<file path="src/rtl/mcudec_defs.svh">
`ifndef MCUDEC_DEFS_SVH
`define MCUDEC_DEFS_SVH
// Opcode upper nibble values
`define MCUDEC_HI_BITBR 4'h0
`define MCUDEC_HI_BITSC 4'h1
`define MCUDEC_HI_PCOFF 4'h2
`define MCUDEC_HI_RMW_DIR 4'h3
`define MCUDEC_HI_RMW_A 4'h4
`define MCUDEC_HI_RMW_X 4'h5
`define MCUDEC_HI_RMW_XB 4'h6
`define MCUDEC_HI_RMW_XN 4'h7
`define MCUDEC_HI_CTL_8 4'h8
`define MCUDEC_HI_CTL_9 4'h9
`define MCUDEC_HI_LIT 4'hA
`define MCUDEC_HI_DIR 4'hB
`define MCUDEC_HI_ABS 4'hC
`define MCUDEC_HI_XW 4'hD
`define MCUDEC_HI_XB 4'hE
`define MCUDEC_HI_XN 4'hF
// Special opcodes
`define MCUDEC_OP_SUBBR 8'hAD
// Reset value of decoded outputs
`define MCUDEC_RST_BYTE 8'h00
`define MCUDEC_RST_ADDR 16'h0000
// Flag positions in cc_flags {H,N,Z,C}
`define MCUDEC_FLAG_C 0
`define MCUDEC_FLAG_Z 1
`define MCUDEC_FLAG_N 2
`define MCUDEC_FLAG_H 3
`endif

</file>
<file path="src/rtl/mcudec_pkg.sv">
package mcudec_pkg;
   // Instruction groups
   typedef enum logic [2:0] {
      MCUDEC_GRP_REGMEM = 3'h0,
      MCUDEC_GRP_RMW = 3'h1,
      MCUDEC_GRP_BRANCH = 3'h2,
      MCUDEC_GRP_BIT = 3'h3,
      MCUDEC_GRP_CONTROL = 3'h4
   } mcudec_group_t;
   // The ten addressing modes
   typedef enum logic [3:0] {
      MCUDEC_AM_IMPLIED = 4'h0,
      MCUDEC_AM_LITERAL = 4'h1,
      MCUDEC_AM_DIRECT = 4'h2,
      MCUDEC_AM_TWO_BYTE = 4'h3,
      MCUDEC_AM_PC_OFFSET = 4'h4,
      MCUDEC_AM_INDEX_NONE = 4'h5,
      MCUDEC_AM_INDEX_BYTE = 4'h6,
      MCUDEC_AM_INDEX_WORD = 4'h7,
      MCUDEC_AM_BIT_SET_CLEAR = 4'h8,
      MCUDEC_AM_BIT_TEST_BRANCH = 4'h9
   } mcudec_mode_t;
   // Operations (59 basic functions, plus one harmless fallback)
   typedef enum logic [5:0] {
      MCUDEC_OP_NOP = 6'h00, MCUDEC_OP_LDA = 6'h01, MCUDEC_OP_LDX = 6'h02, MCUDEC_OP_STA = 6'h03,
      MCUDEC_OP_STX = 6'h04, MCUDEC_OP_ADD = 6'h05, MCUDEC_OP_ADC = 6'h06, MCUDEC_OP_SUB = 6'h07,
      MCUDEC_OP_SBC = 6'h08, MCUDEC_OP_AND = 6'h09, MCUDEC_OP_ORA = 6'h0A, MCUDEC_OP_EOR = 6'h0B,
      MCUDEC_OP_CMP = 6'h0C, MCUDEC_OP_CPX = 6'h0D, MCUDEC_OP_BITTEST = 6'h0E, MCUDEC_OP_JUMP = 6'h0F,
      MCUDEC_OP_JSUB = 6'h10, MCUDEC_OP_INC = 6'h11, MCUDEC_OP_DEC = 6'h12, MCUDEC_OP_CLR = 6'h13,
      MCUDEC_OP_COM = 6'h14, MCUDEC_OP_NEG = 6'h15, MCUDEC_OP_ROL = 6'h16, MCUDEC_OP_ROR = 6'h17,
      MCUDEC_OP_LSL = 6'h18, MCUDEC_OP_LSR = 6'h19, MCUDEC_OP_ASR = 6'h1A, MCUDEC_OP_TESTNZ = 6'h1B,
      MCUDEC_OP_BRANCH = 6'h1C, MCUDEC_OP_BSUB = 6'h1D, MCUDEC_OP_TAX = 6'h1E, MCUDEC_OP_TXA = 6'h1F,
      MCUDEC_OP_SEC = 6'h20, MCUDEC_OP_CLC = 6'h21, MCUDEC_OP_SEI = 6'h22, MCUDEC_OP_CLI = 6'h23,
      MCUDEC_OP_SWI = 6'h24, MCUDEC_OP_RTS = 6'h25, MCUDEC_OP_RTI = 6'h26, MCUDEC_OP_RSP = 6'h27,
      MCUDEC_OP_BSETB = 6'h28, MCUDEC_OP_BCLRB = 6'h29, MCUDEC_OP_BRSETB = 6'h2A, MCUDEC_OP_BRCLRB = 6'h2B
   } mcudec_op_t;
   // Fetch sequencer states
   typedef enum logic [1:0] {
      MCUDEC_ST_OPCODE = 2'h0,
      MCUDEC_ST_BYTE2 = 2'h1,
      MCUDEC_ST_BYTE3 = 2'h2
   } mcudec_state_t;
endpackage

</file>
<file path="src/rtl/mcudec_core.sv">
`timescale 1ns/1ps
`include "mcudec_defs.svh"
// Summary of operation
// - Fifty-nine functions sorted into five groups
// - Register/memory takes register plus memory operand
// - Loads, stores, arithmetic, logic, compares, bit test
// - Read-modify-write writes back; test does not
// - Inc, dec, clear, complement, negate, shifts, rotates, test
// - Branches are two bytes; false means no-op
// - Sixteen branch conditions plus branch-to-subroutine
// - Transfers, carry/mask control, interrupts, returns, stack, nop
// - Bit set/clear/test on lowest 256 bytes
// - Bit number lives in opcode bits three..one
// - Tested bit copied into carry always
// - Exactly ten addressing modes decoded
// - Indexed-no-offset one byte; longest three bytes
// - Literal operand is byte after opcode
// - Direct address is byte after opcode
// - Two-byte address from following two bytes
// - Signed offset added only when condition true
// - Upper nibble picks group and mode, except opcode AD and the empty cells
// - Index-only address is index register value
// - Byte offset plus index, unsigned sum
// - Word offset plus index, unsigned sum
// - Bit-branch: direct address, then signed offset
module mcudec_core (
   // Clock and reset
   input wire logic clock,
   input wire logic rst_n,
   // Program byte stream
   input wire logic byte_valid,
   input wire logic [7:0] byte_data,
   input wire logic [15:0] byte_pc,
   // Datapath context
   input wire logic [7:0] index_reg,
   input wire logic [3:0] cc_flags,
   input wire logic irq_line,
   input wire logic [7:0] tested_byte,
   // Decoded instruction
   output logic dec_valid,
   output logic [7:0] dec_opcode,
   output mcudec_pkg::mcudec_group_t dec_group,
   output mcudec_pkg::mcudec_mode_t dec_mode,
   output mcudec_pkg::mcudec_op_t dec_op,
   output logic [1:0] dec_length,
   output logic dec_write_back,
   output logic dec_use_index,
   output logic dec_illegal,
   output logic [2:0] dec_bit_num,
   output logic [7:0] dec_literal,
   output logic [15:0] dec_eff_addr,
   output logic dec_eff_addr_valid,
   // Branch resolution
   output logic branch_taken,
   output logic [15:0] branch_target,
   output logic carry_load,
   output logic carry_value
);
   // All module state in one record
   typedef struct packed {
      mcudec_pkg::mcudec_state_t st;
      logic [7:0] opcode;
      logic [7:0] b2;
      logic [15:0] pc0;
      mcudec_pkg::mcudec_group_t group;
      mcudec_pkg::mcudec_mode_t mode;
      mcudec_pkg::mcudec_op_t op;
      logic [1:0] length;
      logic wb;
      logic uix;
      logic ill;
      logic valid;
      logic [7:0] literal;
      logic [15:0] ea;
      logic ea_valid;
      logic taken;
      logic [15:0] target;
      logic cload;
      logic cval;
   } mcudec_core_state_t;

   mcudec_core_state_t r;
   mcudec_core_state_t next_r;

   // Classifier for the byte presented in opcode position
   mcudec_pkg::mcudec_group_t t_group;
   mcudec_pkg::mcudec_mode_t t_mode;
   mcudec_pkg::mcudec_op_t t_op;
   logic [1:0] t_length;
   logic t_wb;
   logic t_uix;
   logic t_ill;

   mcudec_table u_table (
      .opcode(byte_data),
      .group(t_group),
      .mode(t_mode),
      .op(t_op),
      .length(t_length),
      .writes_back(t_wb),
      .use_index(t_uix),
      .illegal(t_ill)
   );

   // Branch condition of the relative row, low nibble selects; odd codes invert
   function automatic logic cond_true(input logic [3:0] sel, input logic [3:0] f, input logic irq);
      logic base;
      base = 1'b0;
      unique case (sel[3:1])
         3'h0: base = 1'b1;
         3'h1: base = ~(f[`MCUDEC_FLAG_C] | f[`MCUDEC_FLAG_Z]);
         3'h2: base = ~f[`MCUDEC_FLAG_C];
         3'h3: base = ~f[`MCUDEC_FLAG_Z];
         3'h4: base = ~f[`MCUDEC_FLAG_H];
         3'h5: base = ~f[`MCUDEC_FLAG_N];
         3'h6: base = 1'b1; // No mask input: mask reads clear
         default: base = ~irq;
      endcase
      return sel[0] ? ~base : base;
   endfunction

   // Signed offset added to the address after the instruction
   function automatic logic [15:0] rel_target(input logic [15:0] pc, input logic [1:0] len, input logic [7:0] off);
      return 16'(pc + {14'h0000, len} + {{8{off[7]}}, off});
   endfunction

   // Next-state: collect bytes, then resolve the instruction
   always_comb begin
      logic [15:0] ea;
      logic cond;
      logic bit_val;
      ea = `MCUDEC_RST_ADDR;
      cond = 1'b0;
      bit_val = 1'b0;
      next_r = r;
      next_r.valid = 1'b0;
      next_r.cload = 1'b0;
      next_r.taken = 1'b0;
      if (byte_valid) begin
         unique case (r.st)
            mcudec_pkg::MCUDEC_ST_OPCODE: begin
               next_r.opcode = byte_data;
               next_r.pc0 = byte_pc;
               next_r.group = t_group;
               next_r.mode = t_mode;
               next_r.op = t_op;
               next_r.length = t_length;
               next_r.wb = t_wb;
               next_r.uix = t_uix;
               next_r.ill = t_ill;
               if (t_length == 2'd1) begin
                  // Single-byte: inherent or index with no offset
                  next_r.valid = 1'b1;
                  next_r.ea_valid = (t_mode == mcudec_pkg::MCUDEC_AM_INDEX_NONE);
                  next_r.ea = {8'h00, index_reg};
                  next_r.literal = `MCUDEC_RST_BYTE;
               end else begin
                  next_r.st = mcudec_pkg::MCUDEC_ST_BYTE2;
               end
            end
            mcudec_pkg::MCUDEC_ST_BYTE2: begin
               next_r.b2 = byte_data;
               if (r.length == 2'd3) begin
                  next_r.st = mcudec_pkg::MCUDEC_ST_BYTE3;
               end else begin
                  next_r.st = mcudec_pkg::MCUDEC_ST_OPCODE;
                  next_r.valid = 1'b1;
                  next_r.literal = byte_data;
                  next_r.ea_valid = 1'b1;
                  unique case (r.mode)
                     mcudec_pkg::MCUDEC_AM_INDEX_BYTE: ea = 16'({8'h00, index_reg} + {8'h00, byte_data});
                     mcudec_pkg::MCUDEC_AM_PC_OFFSET: begin
                        cond = (r.op == mcudec_pkg::MCUDEC_OP_BSUB) ? 1'b1
                             : cond_true(r.opcode[3:0], cc_flags, irq_line);
                        ea = rel_target(r.pc0, r.length, byte_data);
                        next_r.taken = cond;
                     end
                     mcudec_pkg::MCUDEC_AM_LITERAL: next_r.ea_valid = 1'b0;
                     default: ea = {8'h00, byte_data};
                  endcase
                  next_r.ea = ea;
                  next_r.target = cond ? ea : 16'(r.pc0 + {14'h0000, r.length});
               end
            end
            default: begin
               next_r.st = mcudec_pkg::MCUDEC_ST_OPCODE;
               next_r.valid = 1'b1;
               next_r.ea_valid = 1'b1;
               next_r.literal = byte_data;
               unique case (r.mode)
                  mcudec_pkg::MCUDEC_AM_BIT_TEST_BRANCH: begin
                     // Tested byte read from direct address in byte two
                     bit_val = tested_byte[r.opcode[3:1]];
                     cond = r.opcode[0] ? ~bit_val : bit_val;
                     next_r.ea = {8'h00, r.b2};
                     next_r.cload = 1'b1;
                     next_r.cval = bit_val;
                     next_r.taken = cond;
                     next_r.target = rel_target(r.pc0, r.length, cond ? byte_data : 8'h00);
                  end
                  mcudec_pkg::MCUDEC_AM_INDEX_WORD:
                     next_r.ea = 16'({r.b2, byte_data} + {8'h00, index_reg});
                  default: next_r.ea = {r.b2, byte_data};
               endcase
            end
         endcase
      end
   end

   // Register the whole state
   always_ff @(posedge clock) begin
      if (!rst_n) begin
         r <= '0;
      end else begin
         r <= next_r;
      end
   end

   // Outputs straight from the state register
   assign dec_valid = r.valid;
   assign dec_opcode = r.opcode;
   assign dec_group = r.group;
   assign dec_mode = r.mode;
   assign dec_op = r.op;
   assign dec_length = r.length;
   assign dec_write_back = r.wb;
   assign dec_use_index = r.uix;
   assign dec_illegal = r.ill;
   assign dec_bit_num = r.opcode[3:1];
   assign dec_literal = r.literal;
   assign dec_eff_addr = r.ea;
   assign dec_eff_addr_valid = r.ea_valid;
   assign branch_taken = r.taken;
   assign branch_target = r.target;
   assign carry_load = r.cload;
   assign carry_value = r.cval;
endmodule // mcudec_core

</file>
<file path="src/rtl/mcudec_table.sv">
`timescale 1ns/1ps
`include "mcudec_defs.svh"
// Combinational opcode classifier, registered by the caller
module mcudec_table (
   // Opcode in
   input wire logic [7:0] opcode,
   // Classification out
   output mcudec_pkg::mcudec_group_t group,
   output mcudec_pkg::mcudec_mode_t mode,
   output mcudec_pkg::mcudec_op_t op,
   output logic [1:0] length,
   output logic writes_back,
   output logic use_index,
   output logic illegal
);
   logic [3:0] hi;
   logic [3:0] lo;
   assign hi = opcode[7:4];
   assign lo = opcode[3:0];

   // Group, mode and operation from the nibbles
   always_comb begin
      group = mcudec_pkg::MCUDEC_GRP_CONTROL;
      mode = mcudec_pkg::MCUDEC_AM_IMPLIED;
      op = mcudec_pkg::MCUDEC_OP_NOP;
      writes_back = 1'b0;
      use_index = 1'b0;
      illegal = 1'b0;
      unique case (hi)
         `MCUDEC_HI_BITBR: begin
            group = mcudec_pkg::MCUDEC_GRP_BIT;
            mode = mcudec_pkg::MCUDEC_AM_BIT_TEST_BRANCH;
            op = lo[0] ? mcudec_pkg::MCUDEC_OP_BRCLRB : mcudec_pkg::MCUDEC_OP_BRSETB;
         end
         `MCUDEC_HI_BITSC: begin
            group = mcudec_pkg::MCUDEC_GRP_BIT;
            mode = mcudec_pkg::MCUDEC_AM_BIT_SET_CLEAR;
            op = lo[0] ? mcudec_pkg::MCUDEC_OP_BCLRB : mcudec_pkg::MCUDEC_OP_BSETB;
            writes_back = 1'b1;
         end
         `MCUDEC_HI_PCOFF: begin
            group = mcudec_pkg::MCUDEC_GRP_BRANCH;
            mode = mcudec_pkg::MCUDEC_AM_PC_OFFSET;
            op = mcudec_pkg::MCUDEC_OP_BRANCH;
         end
         `MCUDEC_HI_RMW_DIR, `MCUDEC_HI_RMW_A, `MCUDEC_HI_RMW_X, `MCUDEC_HI_RMW_XB, `MCUDEC_HI_RMW_XN: begin
            group = mcudec_pkg::MCUDEC_GRP_RMW;
            unique case (hi)
               `MCUDEC_HI_RMW_DIR: mode = mcudec_pkg::MCUDEC_AM_DIRECT;
               `MCUDEC_HI_RMW_XB: mode = mcudec_pkg::MCUDEC_AM_INDEX_BYTE;
               `MCUDEC_HI_RMW_XN: mode = mcudec_pkg::MCUDEC_AM_INDEX_NONE;
               default: mode = mcudec_pkg::MCUDEC_AM_IMPLIED;
            endcase
            use_index = (hi == `MCUDEC_HI_RMW_X);
            writes_back = 1'b1;
            unique case (lo)
               4'h0: op = mcudec_pkg::MCUDEC_OP_NEG;
               4'h3: op = mcudec_pkg::MCUDEC_OP_COM;
               4'h4: op = mcudec_pkg::MCUDEC_OP_LSR;
               4'h6: op = mcudec_pkg::MCUDEC_OP_ROR;
               4'h7: op = mcudec_pkg::MCUDEC_OP_ASR;
               4'h8: op = mcudec_pkg::MCUDEC_OP_LSL;
               4'h9: op = mcudec_pkg::MCUDEC_OP_ROL;
               4'hA: op = mcudec_pkg::MCUDEC_OP_DEC;
               4'hC: op = mcudec_pkg::MCUDEC_OP_INC;
               4'hD: begin
                  op = mcudec_pkg::MCUDEC_OP_TESTNZ;
                  writes_back = 1'b0;
               end
               4'hF: op = mcudec_pkg::MCUDEC_OP_CLR;
               default: begin
                  // Empty cell: harmless no-operation, one byte
                  group = mcudec_pkg::MCUDEC_GRP_CONTROL;
                  mode = mcudec_pkg::MCUDEC_AM_IMPLIED;
                  writes_back = 1'b0;
                  use_index = 1'b0;
                  illegal = 1'b1;
               end
            endcase
         end
         `MCUDEC_HI_CTL_8, `MCUDEC_HI_CTL_9: begin
            group = mcudec_pkg::MCUDEC_GRP_CONTROL;
            unique case (opcode)
               8'h80: op = mcudec_pkg::MCUDEC_OP_RTI;
               8'h81: op = mcudec_pkg::MCUDEC_OP_RTS;
               8'h83: op = mcudec_pkg::MCUDEC_OP_SWI;
               8'h97: op = mcudec_pkg::MCUDEC_OP_TAX;
               8'h98: op = mcudec_pkg::MCUDEC_OP_CLC;
               8'h99: op = mcudec_pkg::MCUDEC_OP_SEC;
               8'h9A: op = mcudec_pkg::MCUDEC_OP_CLI;
               8'h9B: op = mcudec_pkg::MCUDEC_OP_SEI;
               8'h9C: op = mcudec_pkg::MCUDEC_OP_RSP;
               8'h9D: op = mcudec_pkg::MCUDEC_OP_NOP;
               8'h9F: op = mcudec_pkg::MCUDEC_OP_TXA;
               default: illegal = 1'b1;
            endcase
         end
         default: begin
            // Register/memory columns, one operand from memory
            group = mcudec_pkg::MCUDEC_GRP_REGMEM;
            unique case (hi)
               `MCUDEC_HI_LIT: mode = mcudec_pkg::MCUDEC_AM_LITERAL;
               `MCUDEC_HI_DIR: mode = mcudec_pkg::MCUDEC_AM_DIRECT;
               `MCUDEC_HI_ABS: mode = mcudec_pkg::MCUDEC_AM_TWO_BYTE;
               `MCUDEC_HI_XW: mode = mcudec_pkg::MCUDEC_AM_INDEX_WORD;
               `MCUDEC_HI_XB: mode = mcudec_pkg::MCUDEC_AM_INDEX_BYTE;
               default: mode = mcudec_pkg::MCUDEC_AM_INDEX_NONE;
            endcase
            unique case (lo)
               4'h0: op = mcudec_pkg::MCUDEC_OP_SUB;
               4'h1: op = mcudec_pkg::MCUDEC_OP_CMP;
               4'h2: op = mcudec_pkg::MCUDEC_OP_SBC;
               4'h3: op = mcudec_pkg::MCUDEC_OP_CPX;
               4'h4: op = mcudec_pkg::MCUDEC_OP_AND;
               4'h5: op = mcudec_pkg::MCUDEC_OP_BITTEST;
               4'h6: op = mcudec_pkg::MCUDEC_OP_LDA;
               4'h7: op = mcudec_pkg::MCUDEC_OP_STA;
               4'h8: op = mcudec_pkg::MCUDEC_OP_EOR;
               4'h9: op = mcudec_pkg::MCUDEC_OP_ADC;
               4'hA: op = mcudec_pkg::MCUDEC_OP_ORA;
               4'hB: op = mcudec_pkg::MCUDEC_OP_ADD;
               4'hC: op = mcudec_pkg::MCUDEC_OP_JUMP;
               4'hD: op = mcudec_pkg::MCUDEC_OP_JSUB;
               4'hE: op = mcudec_pkg::MCUDEC_OP_LDX;
               default: op = mcudec_pkg::MCUDEC_OP_STX;
            endcase
            // Store or jump with a literal operand makes no sense
            if (hi == `MCUDEC_HI_LIT && (lo == 4'h7 || lo == 4'hC || lo == 4'hF)) begin
               group = mcudec_pkg::MCUDEC_GRP_CONTROL;
               mode = mcudec_pkg::MCUDEC_AM_IMPLIED;
               op = mcudec_pkg::MCUDEC_OP_NOP;
               illegal = 1'b1;
            end
            if (opcode == `MCUDEC_OP_SUBBR) begin
               group = mcudec_pkg::MCUDEC_GRP_BRANCH;
               mode = mcudec_pkg::MCUDEC_AM_PC_OFFSET;
               op = mcudec_pkg::MCUDEC_OP_BSUB;
               illegal = 1'b0;
            end
         end
      endcase
   end

   // Instruction length follows the mode
   always_comb begin
      unique case (mode)
         mcudec_pkg::MCUDEC_AM_IMPLIED, mcudec_pkg::MCUDEC_AM_INDEX_NONE: length = 2'd1;
         mcudec_pkg::MCUDEC_AM_TWO_BYTE, mcudec_pkg::MCUDEC_AM_INDEX_WORD,
         mcudec_pkg::MCUDEC_AM_BIT_TEST_BRANCH: length = 2'd3;
         default: length = 2'd2;
      endcase
   end
endmodule // mcudec_table

</file>
<file path="config.mk">
export PLATFORM = sky130hd
export DESIGN_NAME = mcudec_core
export DESIGN_NICKNAME = d
export VERILOG_FILES = /design/src/rtl/mcudec_pkg.sv /design/src/rtl/mcudec_core.sv /design/src/rtl/mcudec_table.sv
export VERILOG_INCLUDE_DIRS = /design/src /design/src/rtl
export SDC_FILE = /design/constraint.sdc
export NUM_CORES = 1
export LEC_CHECK = 0
export BUFFER_PORTS_ARGS = -buffer_cell sky130_fd_sc_hd__buf_2
export CORE_ASPECT_RATIO = 0.75
export CORE_MARGIN = 5
export CORE_UTILIZATION = 45
export CTS_CLUSTER_DIAMETER = 120
export DETAILED_ROUTE_END_ITERATION = 8
export PLACE_DENSITY_LB_ADDON = 0.25
export SLEW_MARGIN = 20
export SYNTH_ARGS = -nofsm -noshare
export SYNTH_HDL_FRONTEND = slang
export SYNTH_SLANG_ARGS = --single-unit
export TNS_END_PERCENT = 20
</file>
<file path="constraint.sdc">
create_clock -name clock -period 7.6 [get_ports clock]
set_input_delay 0.76 -clock clock [delete_from_list [all_inputs] [get_ports clock]]
set_output_delay 0.76 -clock clock [all_outputs]
set_load 0.02 [all_outputs]
</file>
## Yosys cells after proc, flatten, opt, wreduce, memory -nomap -nowiden

Memories as Yosys holds them, arrays and structs flattened.
Cells that the tools add are included.

- Register bits after elaboration: 97
- ROM bits: 80
- Bits of input ports: 48
- Output and inout bits: 74
- Word-level logic and storage cells: 179
- Memories kept: 1

Memories:

| name | depth | width | read ports | clocked after Yosys merged registers in | write ports | RTL line | source |
|---|---|---|---|---|---|---|---|
| (no name shown) | 16 | 5 | 1 | 0 | 0 | mcudec_table.sv:109 | `unique case (lo)` |

- $add $sub $neg: 5
- Order comparisons: 1
- Eq/ne operators: 58
- Muxes and demuxes: 54
- Bitwise gates (word level): 13
- Reduce and logical (&&, ||, !) cells: 28

Operator list:

| operator | number |
|---|---|
| equality test 8 bit, second input constant | 12 |
| equality test 4 bit, second input constant | 15 |
| one-hot mux 6 bit (10 select lines) | 1 |
| one-hot mux 5 bit (11 select lines) | 1 |
| one-hot mux 26 bit (2 select lines) | 1 |
| equality test 4 x 3 -> 1 bit, second input constant | 12 |
| one-hot mux 16 bit (3 select lines) | 1 |
| two-way mux 43 bit | 1 |
| one-hot mux 17 bit (2 select lines) | 1 |
| adder 16 bit | 2 |
| one-hot mux 16 bit (2 select lines) | 1 |
| one-hot mux 6 bit (5 select lines) | 1 |
| two-way mux 26 bit | 1 |
| two-way mux 1 bit | 22 |
| OR reduction 11 bit | 2 |
| one-hot mux 4 bit (5 select lines) | 1 |
| two-way mux 19 bit | 1 |
| two-way mux 3 bit | 6 |
| adder 16 x 2 -> 16 bit | 1 |
| adder 16 x 8 -> 16 bit | 1 |
| equality test 4 x 2 -> 1 bit, second input constant | 4 |
| two-way mux 16 bit | 1 |
| one-hot mux 3 bit (5 select lines) | 1 |
| logical NOT 4 bit | 3 |
| 35 further kinds | 66 |

## Depth between registers and ports, before layout

Gate-level depths: netlist (run 1).

- Depth in word-level cells: 17
- Depth in mapped cells: 16

## Hierarchy

Synthesis (run 1) repeated with hierarchy kept, for this count alone.

- Cells, all modules: 1,101
- Area total of the unflattened synthesis: 8,285.4 µm²

Modules (own cells, without submodules):

| module | instances | cells an instance | area an instance (µm²) | seq. area each (µm²) |
|---|---|---|---|---|
| mcudec_core | 1 | 937 | 7,173.1 | 1,941.9 |
| mcudec_table | 1 | 164 | 1,112.3 | 0.0 |

## Worst setup path after synthesis (run 1)

OpenSTA, ideal clock, no wires.

- Kind: in2reg
- Start point: in tested_byte[6]
- End point: reg r, in the netlist branch_target[15]
- Data arrival time: 3.622 ns
- Required time: 7.533 ns
- Path slack: 3.911 ns
- Stages on the path: 13
- Path buffers: 0
- Cells stage by stage: mux4_2 -> mux2i_4 -> mux2_4 -> inv_1 -> ha_1 -> a21o_1 -> a21o_1 -> a21oi_1 -> o21ai_0 -> a211oi_1 -> mux2_2 -> and3_4 -> o21ai_2

- Cells in the longest elaborated chain, start to end: 8

RTL lines:

| what | RTL line | source |
|---|---|---|
| start: declaration | mcudec_core.sv:38 | `input wire logic [7:0] tested_byte,` |
| binary-select mux 1 bit (select 3 bit) * | mcudec_core.sv:193 | `bit_val = tested_byte[r.opcode[3:1]];` |
| two-way mux 1 bit (not written as such) * | mcudec_core.sv:193 |  |
| inverter 1 bit | mcudec_core.sv:194 | `cond = r.opcode[0] ? ~bit_val : bit_val;` |
| two-way mux 1 bit * | mcudec_core.sv:194 |  |
| two-way mux 8 bit * | mcudec_core.sv:199 | `next_r.target = rel_target(r.pc0, r.length, cond ? byte_data : 8'h00);` |
| adder 16 bit * | mcudec_core.sv:124 | `return 16'(pc + {14'h0000, len} + {{8{off[7]}}, off});` |
| two-way mux 19 bit * | mcudec_core.sv:190 | `unique case (r.mode)` |
| one-hot mux 17 bit (2 select lines) * | mcudec_core.sv:140 | `unique case (r.st)` |
| end signal: assignment | mcudec_core.sv:215 | `r <= next_r;` |
| end: declaration | mcudec_core.sv:82 | `mcudec_core_state_t r;` |

Every way passes the cells marked *; elsewhere a longest branch is shown, timed or not. The select of a mux whose other input is x is not followed.
A chain may end at the register's enable or synchronous reset.

## Worst setup path in the final report (run 1)

- Start point: reg r, in the netlist dec_length[0]
- End point: reg r, in the netlist dec_eff_addr[15]

- Cells in the longest elaborated chain, start to end: 5

RTL lines:

| what | RTL line | source |
|---|---|---|
| adder 16 x 2 -> 16 bit | mcudec_core.sv:124 |  |
| adder 16 bit | mcudec_core.sv:124 |  |
| one-hot mux 16 bit (3 select lines) | mcudec_core.sv:170 | `unique case (r.mode)` |
| two-way mux 43 bit | mcudec_core.sv:163 | `if (r.length == 2'd3) begin` |
| one-hot mux 26 bit (2 select lines) | mcudec_core.sv:140 |  |

Several ways; a longest one is shown, not always the timed one. The select of a mux whose other input is x is not followed.

==> results_dict.tcl, run 1 <==
set metrics [dict create \
    cellPowerDensity_mw_per_mm2 184 \
    cts.htree.levels 3 \
    relSlewSlack_pct 28.6 \
    ys.flop_type "dfxtp_1" \
    coreArea_sq_mm 0.0176 \
    arrival_ns 4.54 \
    fp.dieArea_sq_mm 0.0206 \
    grt_antenna_before_repair 0 \
    synth-edff-count 0 \
    layout_min_cycle_time_ns 4.30 \
    endpoint_kind "flop" \
    vias 7960 \
    clock_latency_ns 0.37 \
    drive_gt1_share_pct 16.5 \
    grt_overflow_total 0 \
    antenna_cells 0 \
    r2r_cells 15 \
    drt_iter0_drc 750 \
    ys_seq_area_share_pct 24.3 \
    gr-usage-all-layers_pct 25.3 \
    regToRegSetupSlack_ns 3.30 \
    synthXorXnorAreaFrac_pct 5.37 \
    cts-root-buf "clkbuf_16" \
    numCtsBuffers 9 \
    syn_nets 1159 \
    post-route-period-util_pct 56.5 \
    final_cells 1320 \
    die_h_um 125 \
    finalSetupViolations 0 \
    fmax_mhz 233 \
    die_w_um 164 \
    syn_inst 1056 \
    grt_pass1_wl_um 41200 \
    cp-endpoint "dec_eff_addr[15]" \
    io_buffers 121 \
    vias_per_cell 6.03 \
    cp_slowest_cell "a2111oi_1" \
    synthMuxAreaShare_pct 4.04 \
    ys_warn_count 0 \
    fin_tns_setup_ns 0 \
    gp_congestion 0.959 \
    synth_top_family_by_area "compound AO/OA/AOI/OAI gates" \
    required_ns 7.85 \
    crit_type "reg2reg" \
    rsz0062_at_grt "no" \
    ioPinCount 122 \
    holdBufCountCts 0 \
    ys_ff_latch 97 \
    fin_worst_skew_ns 0.0129 \
    avgSynthCellArea_sq_um 7.57 \
    r2r_end "dec_eff_addr[15]" \
    drv_slew 0 \
    max-vdd-ir-drop_mv 0.117 \
    crit_chain "ha_1 -> fa_1 -> nand3_1 -> nor2_1 -> and3_1 -> xor2_1 -> ha_1 -> a21oi_1 -> o21ai_0 -> a2111oi_1 -> o31ai_1 -> a2111o_1 -> a31o_1 -> a32oi_1 -> a21oi_1" \
    worst_pin_slew_ns 1.07 \
    dp.cells 1304 \
    start_util_pct 45.6 \
    cts_setup_buffers 0 \
    cts_tree "built" \
    regToRegStartpoint "dec_length[0]" \
    hold_viol 0 \
    path_max_fanout 5 \
    start_kind "flop" \
    dp_hpwl_um 19500 \
    area_growth_pct 7.18 \
    wirelength_um 26400 \
    clock-sinks 97 \
    synth_area_sq_mm 0.00800 \
    synthSimpleGateAreaFrac_pct 20.6 \
    slowest_delay_ns 0.61 \
    first_pass_iters 5 \
    ant_nets 0 \
    wl_per_cell_um 20.0 \
    ys_types 81 \
    cts_resized 0 \
    maxCapViolations 0 \
    p_leak_nw 3.71 \
    synth_compound_area_share_pct 26.4 \
    total_power_mw 1.58 \
    drc 0 \
    final_net_count 1176 \
    grt_max_degree 61 \
    crit_start "dec_length[0]" \
    rows 42 \
    async_reset_ff_share_pct 0 \
    grt_pass1_vias 7200 \
    synthAdderAreaFrac_pct 8.98 \
    outcome "finished clean" \
    hp-class "reg2reg" \
    cts.path.max_buffers 2 \
    clk_pin_slew_ns 0.08 \
]
synth_stat cells, drive strengths merged (4+ instances only):
master | number | share of area [%]
dfxtp | 97 | 24
xor2 | 23 | 2.5
or3 | 7 | 0.55
buf | 85 | 7.4
a22oi | 12 | 1.1
nand2b | 7 | 0.55
ha | 51 | 8.0
mux2i | 16 | 2.2
nand4 | 6 | 0.47
a21oi | 114 | 7.1
nand3b | 4 | 0.38
clkbuf | 42 | 2.0
o21ai | 68 | 4.3
o21bai | 4 | 0.38
nand3 | 46 | 2.9
a211oi | 13 | 1.2
nor3 | 19 | 1.2
nand2 | 139 | 6.5
o21a | 7 | 0.66
a31o | 4 | 0.44
a31oi | 18 | 1.4
and2 | 14 | 1.1
o41ai | 5 | 0.55
a221oi | 19 | 2.1
nor4 | 4 | 0.31
xnor2 | 26 | 2.8
nor2 | 70 | 3.3
and3 | 11 | 0.92
inv | 22 | 1.0
a21o | 11 | 1.0
mux2 | 7 | 1.0
o211ai | 9 | 0.84
nor2b | 6 | 0.47
fa | 4 | 1.0
kinds of logic (layout without fill, tap and decap cells):
kind of cell / after synthesis / in the layout
AOI/OAI and AO/OA: 329 / 329
adders and majority gates: 55 / 55
and+or+nand+nor: 351 / 351
xor gates and xnor gates: 49 / 49
DFF: 97 / 97
muxes: 26 / 26
buffers and inverters: 149 / 171
through the flow:
step	cell area (sq um)	hold WS, ns	setup WS [ns]	utilization, %
2_1_floorplan	8000	0.432	3.91	-
3_3_place_gp	8260	0.443	3.41	47.1
3_5_place_dp	8260	0.449	3.29	47.1
4_1_cts	8570	0.460	3.42	48.8
5_1_grt	8570	0.481	3.18	48.8
6_report	8570	0.456	3.30	48.8
registers in the layout, summed over array words and instances (netlist names):
signal and flops:
branch_target 16, carry_value 1, carry_load 1, dec_valid 1, dec_use_index 1, dec_group 3, dec_opcode 8, dec_literal 8
dec_illegal 1, dec_write_back 1, dec_op 6, dec_length 2, r 26, dec_mode 4, branch_taken 1, dec_eff_addr 16
dec_eff_addr_valid 1
area by class of cell:
class	instances	area [sq um]
Clock buffer	9	225
Clock inverter	7	86.3
Fill cell	1819	8980
Inverter	22	82.6
Multi-Input combinational cell	810	5240
Sequential cell	97	1940
Tap cell	242	303
Timing Repair Buffer	133	696
worst min path at each step:
stage / from / end / cells after the start
floorplan: dec_literal[0] / dec_literal[0] / 2
global placement: dec_opcode[7] / dec_opcode[7] / 2
detailed placement: dec_illegal / dec_illegal / 2
CTS: dec_eff_addr[0] / dec_eff_addr[0] / 2
global route: dec_eff_addr[0] / dec_eff_addr[0] / 2
finish: dec_illegal / dec_illegal / 2
where the power goes:
group / total (mW) / switching (mW) / internal, mW / leakage, nW
clock network: 0.486 / 0.250 / 0.236 / 0.150
logic: 0.516 / 0.333 / 0.184 / 2.77
registers: 0.577 / 0.0345 / 0.542 / 0.792
total: 1.58 / 0.617 / 0.962 / 3.71
per-layer routing:
| metal | wire, um | global-route usage (%) |
|---|---|---|
| met1 | 13000 | 41.1 |
| met2 | 10300 | 33.9 |
| met3 | 2740 | 5.07 |
| met4 | 297 | 4.73 |
| met5 | 0 | 0 |
cell usage in the layout, fill, tap and decap left out, types with 8 or more instances in the layout:
master,Yosys,routed
a211oi_1,13,13
a21o_1,11,11
a21oi_1,114,114
a221oi_1,19,19
a22oi_1,12,12
a31oi_1,18,17
and2_1,14,14
and3_1,10,10
buf_2,12,121
buf_4,66,12
clkbuf_16,0,9
dfxtp_1,97,97
ha_1,51,51
inv_1,20,19
mux2i_1,15,15
nand2_1,139,139
nand3_1,46,46
nor2_1,70,70
nor3_1,19,19
o211ai_1,9,9
o21ai_0,59,59
o21ai_1,8,8
xnor2_1,26,26
xor2_1,23,23
critical path, delay by kind of cell (launching register included):
| kind | cells | cell delay, ns |
|---|---|---|
| adders and majority gates | 3 | 1.00 |
| DFF | 1 | 0.34 |
| AOI/OAI and AO/OA | 8 | 2.05 |
| and+or+nand+nor | 3 | 0.43 |
| xor gates and xnor gates | 1 | 0.36 |
(Power assumes the default switching activity.)
==> run 2: changes to the inputs <==
- clock period: 7.6 -> 3.9 ns (I/O delays scaled with it)
==> run 2 against run 1 <==
  * Clock-buffer cell count unchanged
  * Flip-flop and latch count unchanged
  * Clock skew down 0.0022 ns
  * Worst hold slack worse by 0.20 ns
  * Via count grew 2.0%
  * Maximum frequency up 13%
  * Clock power grew 89%
  * Critical endpoint unchanged
  * Final cell count is 2.7% higher
  * Sequential power increased by 94%
==> results_dict.tcl, run 2 (synthesis results as in run 1) <==
set metrics [dict create \
    outcome "finished clean" \
    cts_tree "built" \
    largest_register_ffs 26 \
    regMostFlops "r" \
    maxCapViolations 0 \
    gp_congestion 0.989 \
    clock-sinks 97 \
    regToRegSetupSlack_ns 0.1 \
    final_net_count 1212 \
    cts_setup_buffers 0 \
    cellPowerDensity_mw_per_mm2 348 \
    rows 42 \
    vias_per_cell 5.99 \
    clock_latency_ns 0.37 \
    finalSetupViolations 0 \
    vias 8123 \
    worst_pin_slew_ns 0.827 \
    area_growth_pct 11.3 \
    drt_iter0_drc 877 \
    layout_min_cycle_time_ns 3.80 \
    grt_pass1_wl_um 41700 \
    hp-class "in2reg" \
    p_leak_nw 3.90 \
    wl_per_cell_um 19.7 \
    drc 0 \
    dp_hpwl_um 20100 \
    final_common_cell "nand2_1" \
    drv_slew 0 \
    wl_met3_um 2900 \
    fin_worst_skew_ns 0.0107 \
    grt_max_degree 40 \
    cts.htree.levels 3 \
    ioPinCount 122 \
    max-vdd-ir-drop_mv 0.180 \
    start_kind "flop" \
    fp.dieArea_sq_mm 0.0206 \
    cts.path.max_buffers 2 \
    grt_pass1_vias 7387 \
    die_w_um 164 \
    rsz0062_at_grt "yes" \
    dp.cells 1340 \
    hold_viol 0 \
    start_util_pct 45.6 \
    antenna_cells 0 \
    fmax_mhz 263 \
    dr_wl_met2_um 10100 \
    path_max_fanout 4 \
    crit_type "reg2reg" \
    drive_gt1_share_pct 20.0 \
    wl_met1_um 13200 \
    ant_nets 0 \
    dr.max_layer_used "met4" \
    r2r_cells 12 \
    gr-usage-all-layers_pct 25.5 \
    coreArea_sq_mm 0.0176 \
    first_pass_iters 7 \
    wirelength_um 26700 \
    io_buffers 121 \
    relSlewSlack_pct 44.3 \
    required_ns 4.14 \
    final_util_pct 50.7 \
    clk_pin_slew_ns 0.08 \
    total_power_mw 3.10 \
    cts-root-buf "clkbuf_16" \
    grt_antenna_before_repair 0 \
    cp-endpoint "dec_eff_addr[15]" \
    post-route-period-util_pct 97.4 \
    holdBufCountCts 0 \
    endpoint_kind "flop" \
    r2r_end "dec_eff_addr[15]" \
    regToRegStartpoint "dec_length[0]" \
    mostFrequentLayoutCells "nand2_1, buf_2, a21oi_1" \
    grt_overflow_total 0 \
    die_h_um 125 \
    arrival_ns 4.04 \
    crit_start "dec_length[0]" \
    numCtsBuffers 9 \
    final_cells 1356 \
]
run 2: worst min path at each step:
stage | from | endpoint | slack (ns) | depth (start not counted)
after floorplan | dec_literal[0] | dec_literal[0] | 0.43 | 2
after global placement | dec_opcode[4] | dec_opcode[4] | 0.44 | 2
after detailed placement | dec_literal[6] | dec_literal[6] | 0.44 | 2
after CTS | byte_pc[6] | r[69] | 0.24 | 3
after global routing | byte_pc[6] | r[69] | 0.24 | 3
final | byte_pc[6] | r[69] | 0.26 | 3
run 2: what timing repair did:
| item | CTS | global route |
|---|---|---|
| endpoints found under the hold margin | 0 | 0 |
| resized for setup | 2 | 10 |
| setup endpoints to repair | 1 | 6 |
| pin swaps | 0 | 2 |
run 2: final cells by class:
cell class	count	area [sq um]
multi-input combinational	810	5310
clock inverter	7	70.1
tap	242	303
timing repair buffer	169	966
clock buffer	9	225
sequential	97	1940
inverter	22	82.6
fill	1768	8650
run 2: power by group:
group / internal (mW) / switching, mW / total (mW)
logic: 0.397 / 0.663 / 1.06
registers: 1.06 / 0.0638 / 1.12
clock network: 0.454 / 0.463 / 0.917
total: 1.91 / 1.19 / 3.10
run 2: critical path, stage by stage, from the launching register on:
cell	delay, ns
dfxtp_1	0.32
ha_1	0.22
fa_1	0.43
xor2_2	0.26
ha_1	0.33
o21ai_0	0.34
o21ai_1	0.17
a2111oi_2	0.49
o31ai_2	0.15
a2111o_1	0.47
a31o_1	0.19
a32oi_1	0.21
a21oi_1	0.09
run 2: per-stage QoR:
step | setup TNS [ns] | setup WS, ns | instance area (sq um) | hold WS [ns]
final | 0 | 0.0998 | 8900 | 0.255
after CTS | 0 | 0.0926 | 8840 | 0.243
after detailed placement | -0.00169 | -0.00169 | 8530 | 0.445
after global placement | 0 | 0.109 | 8530 | 0.441
after floorplan | 0 | 0.239 | 8000 | 0.432
after global routing | -0.00793 | -0.00793 | 8900 | 0.244
run 2: per-layer routing:
layer / vias up / GRT usage, %
met5: - / 0
met4: 0 / 6.51
met3: 44 / 6.25
met2: 431 / 33.9
met1: 3768 / 40.3
li1: 3880 / -
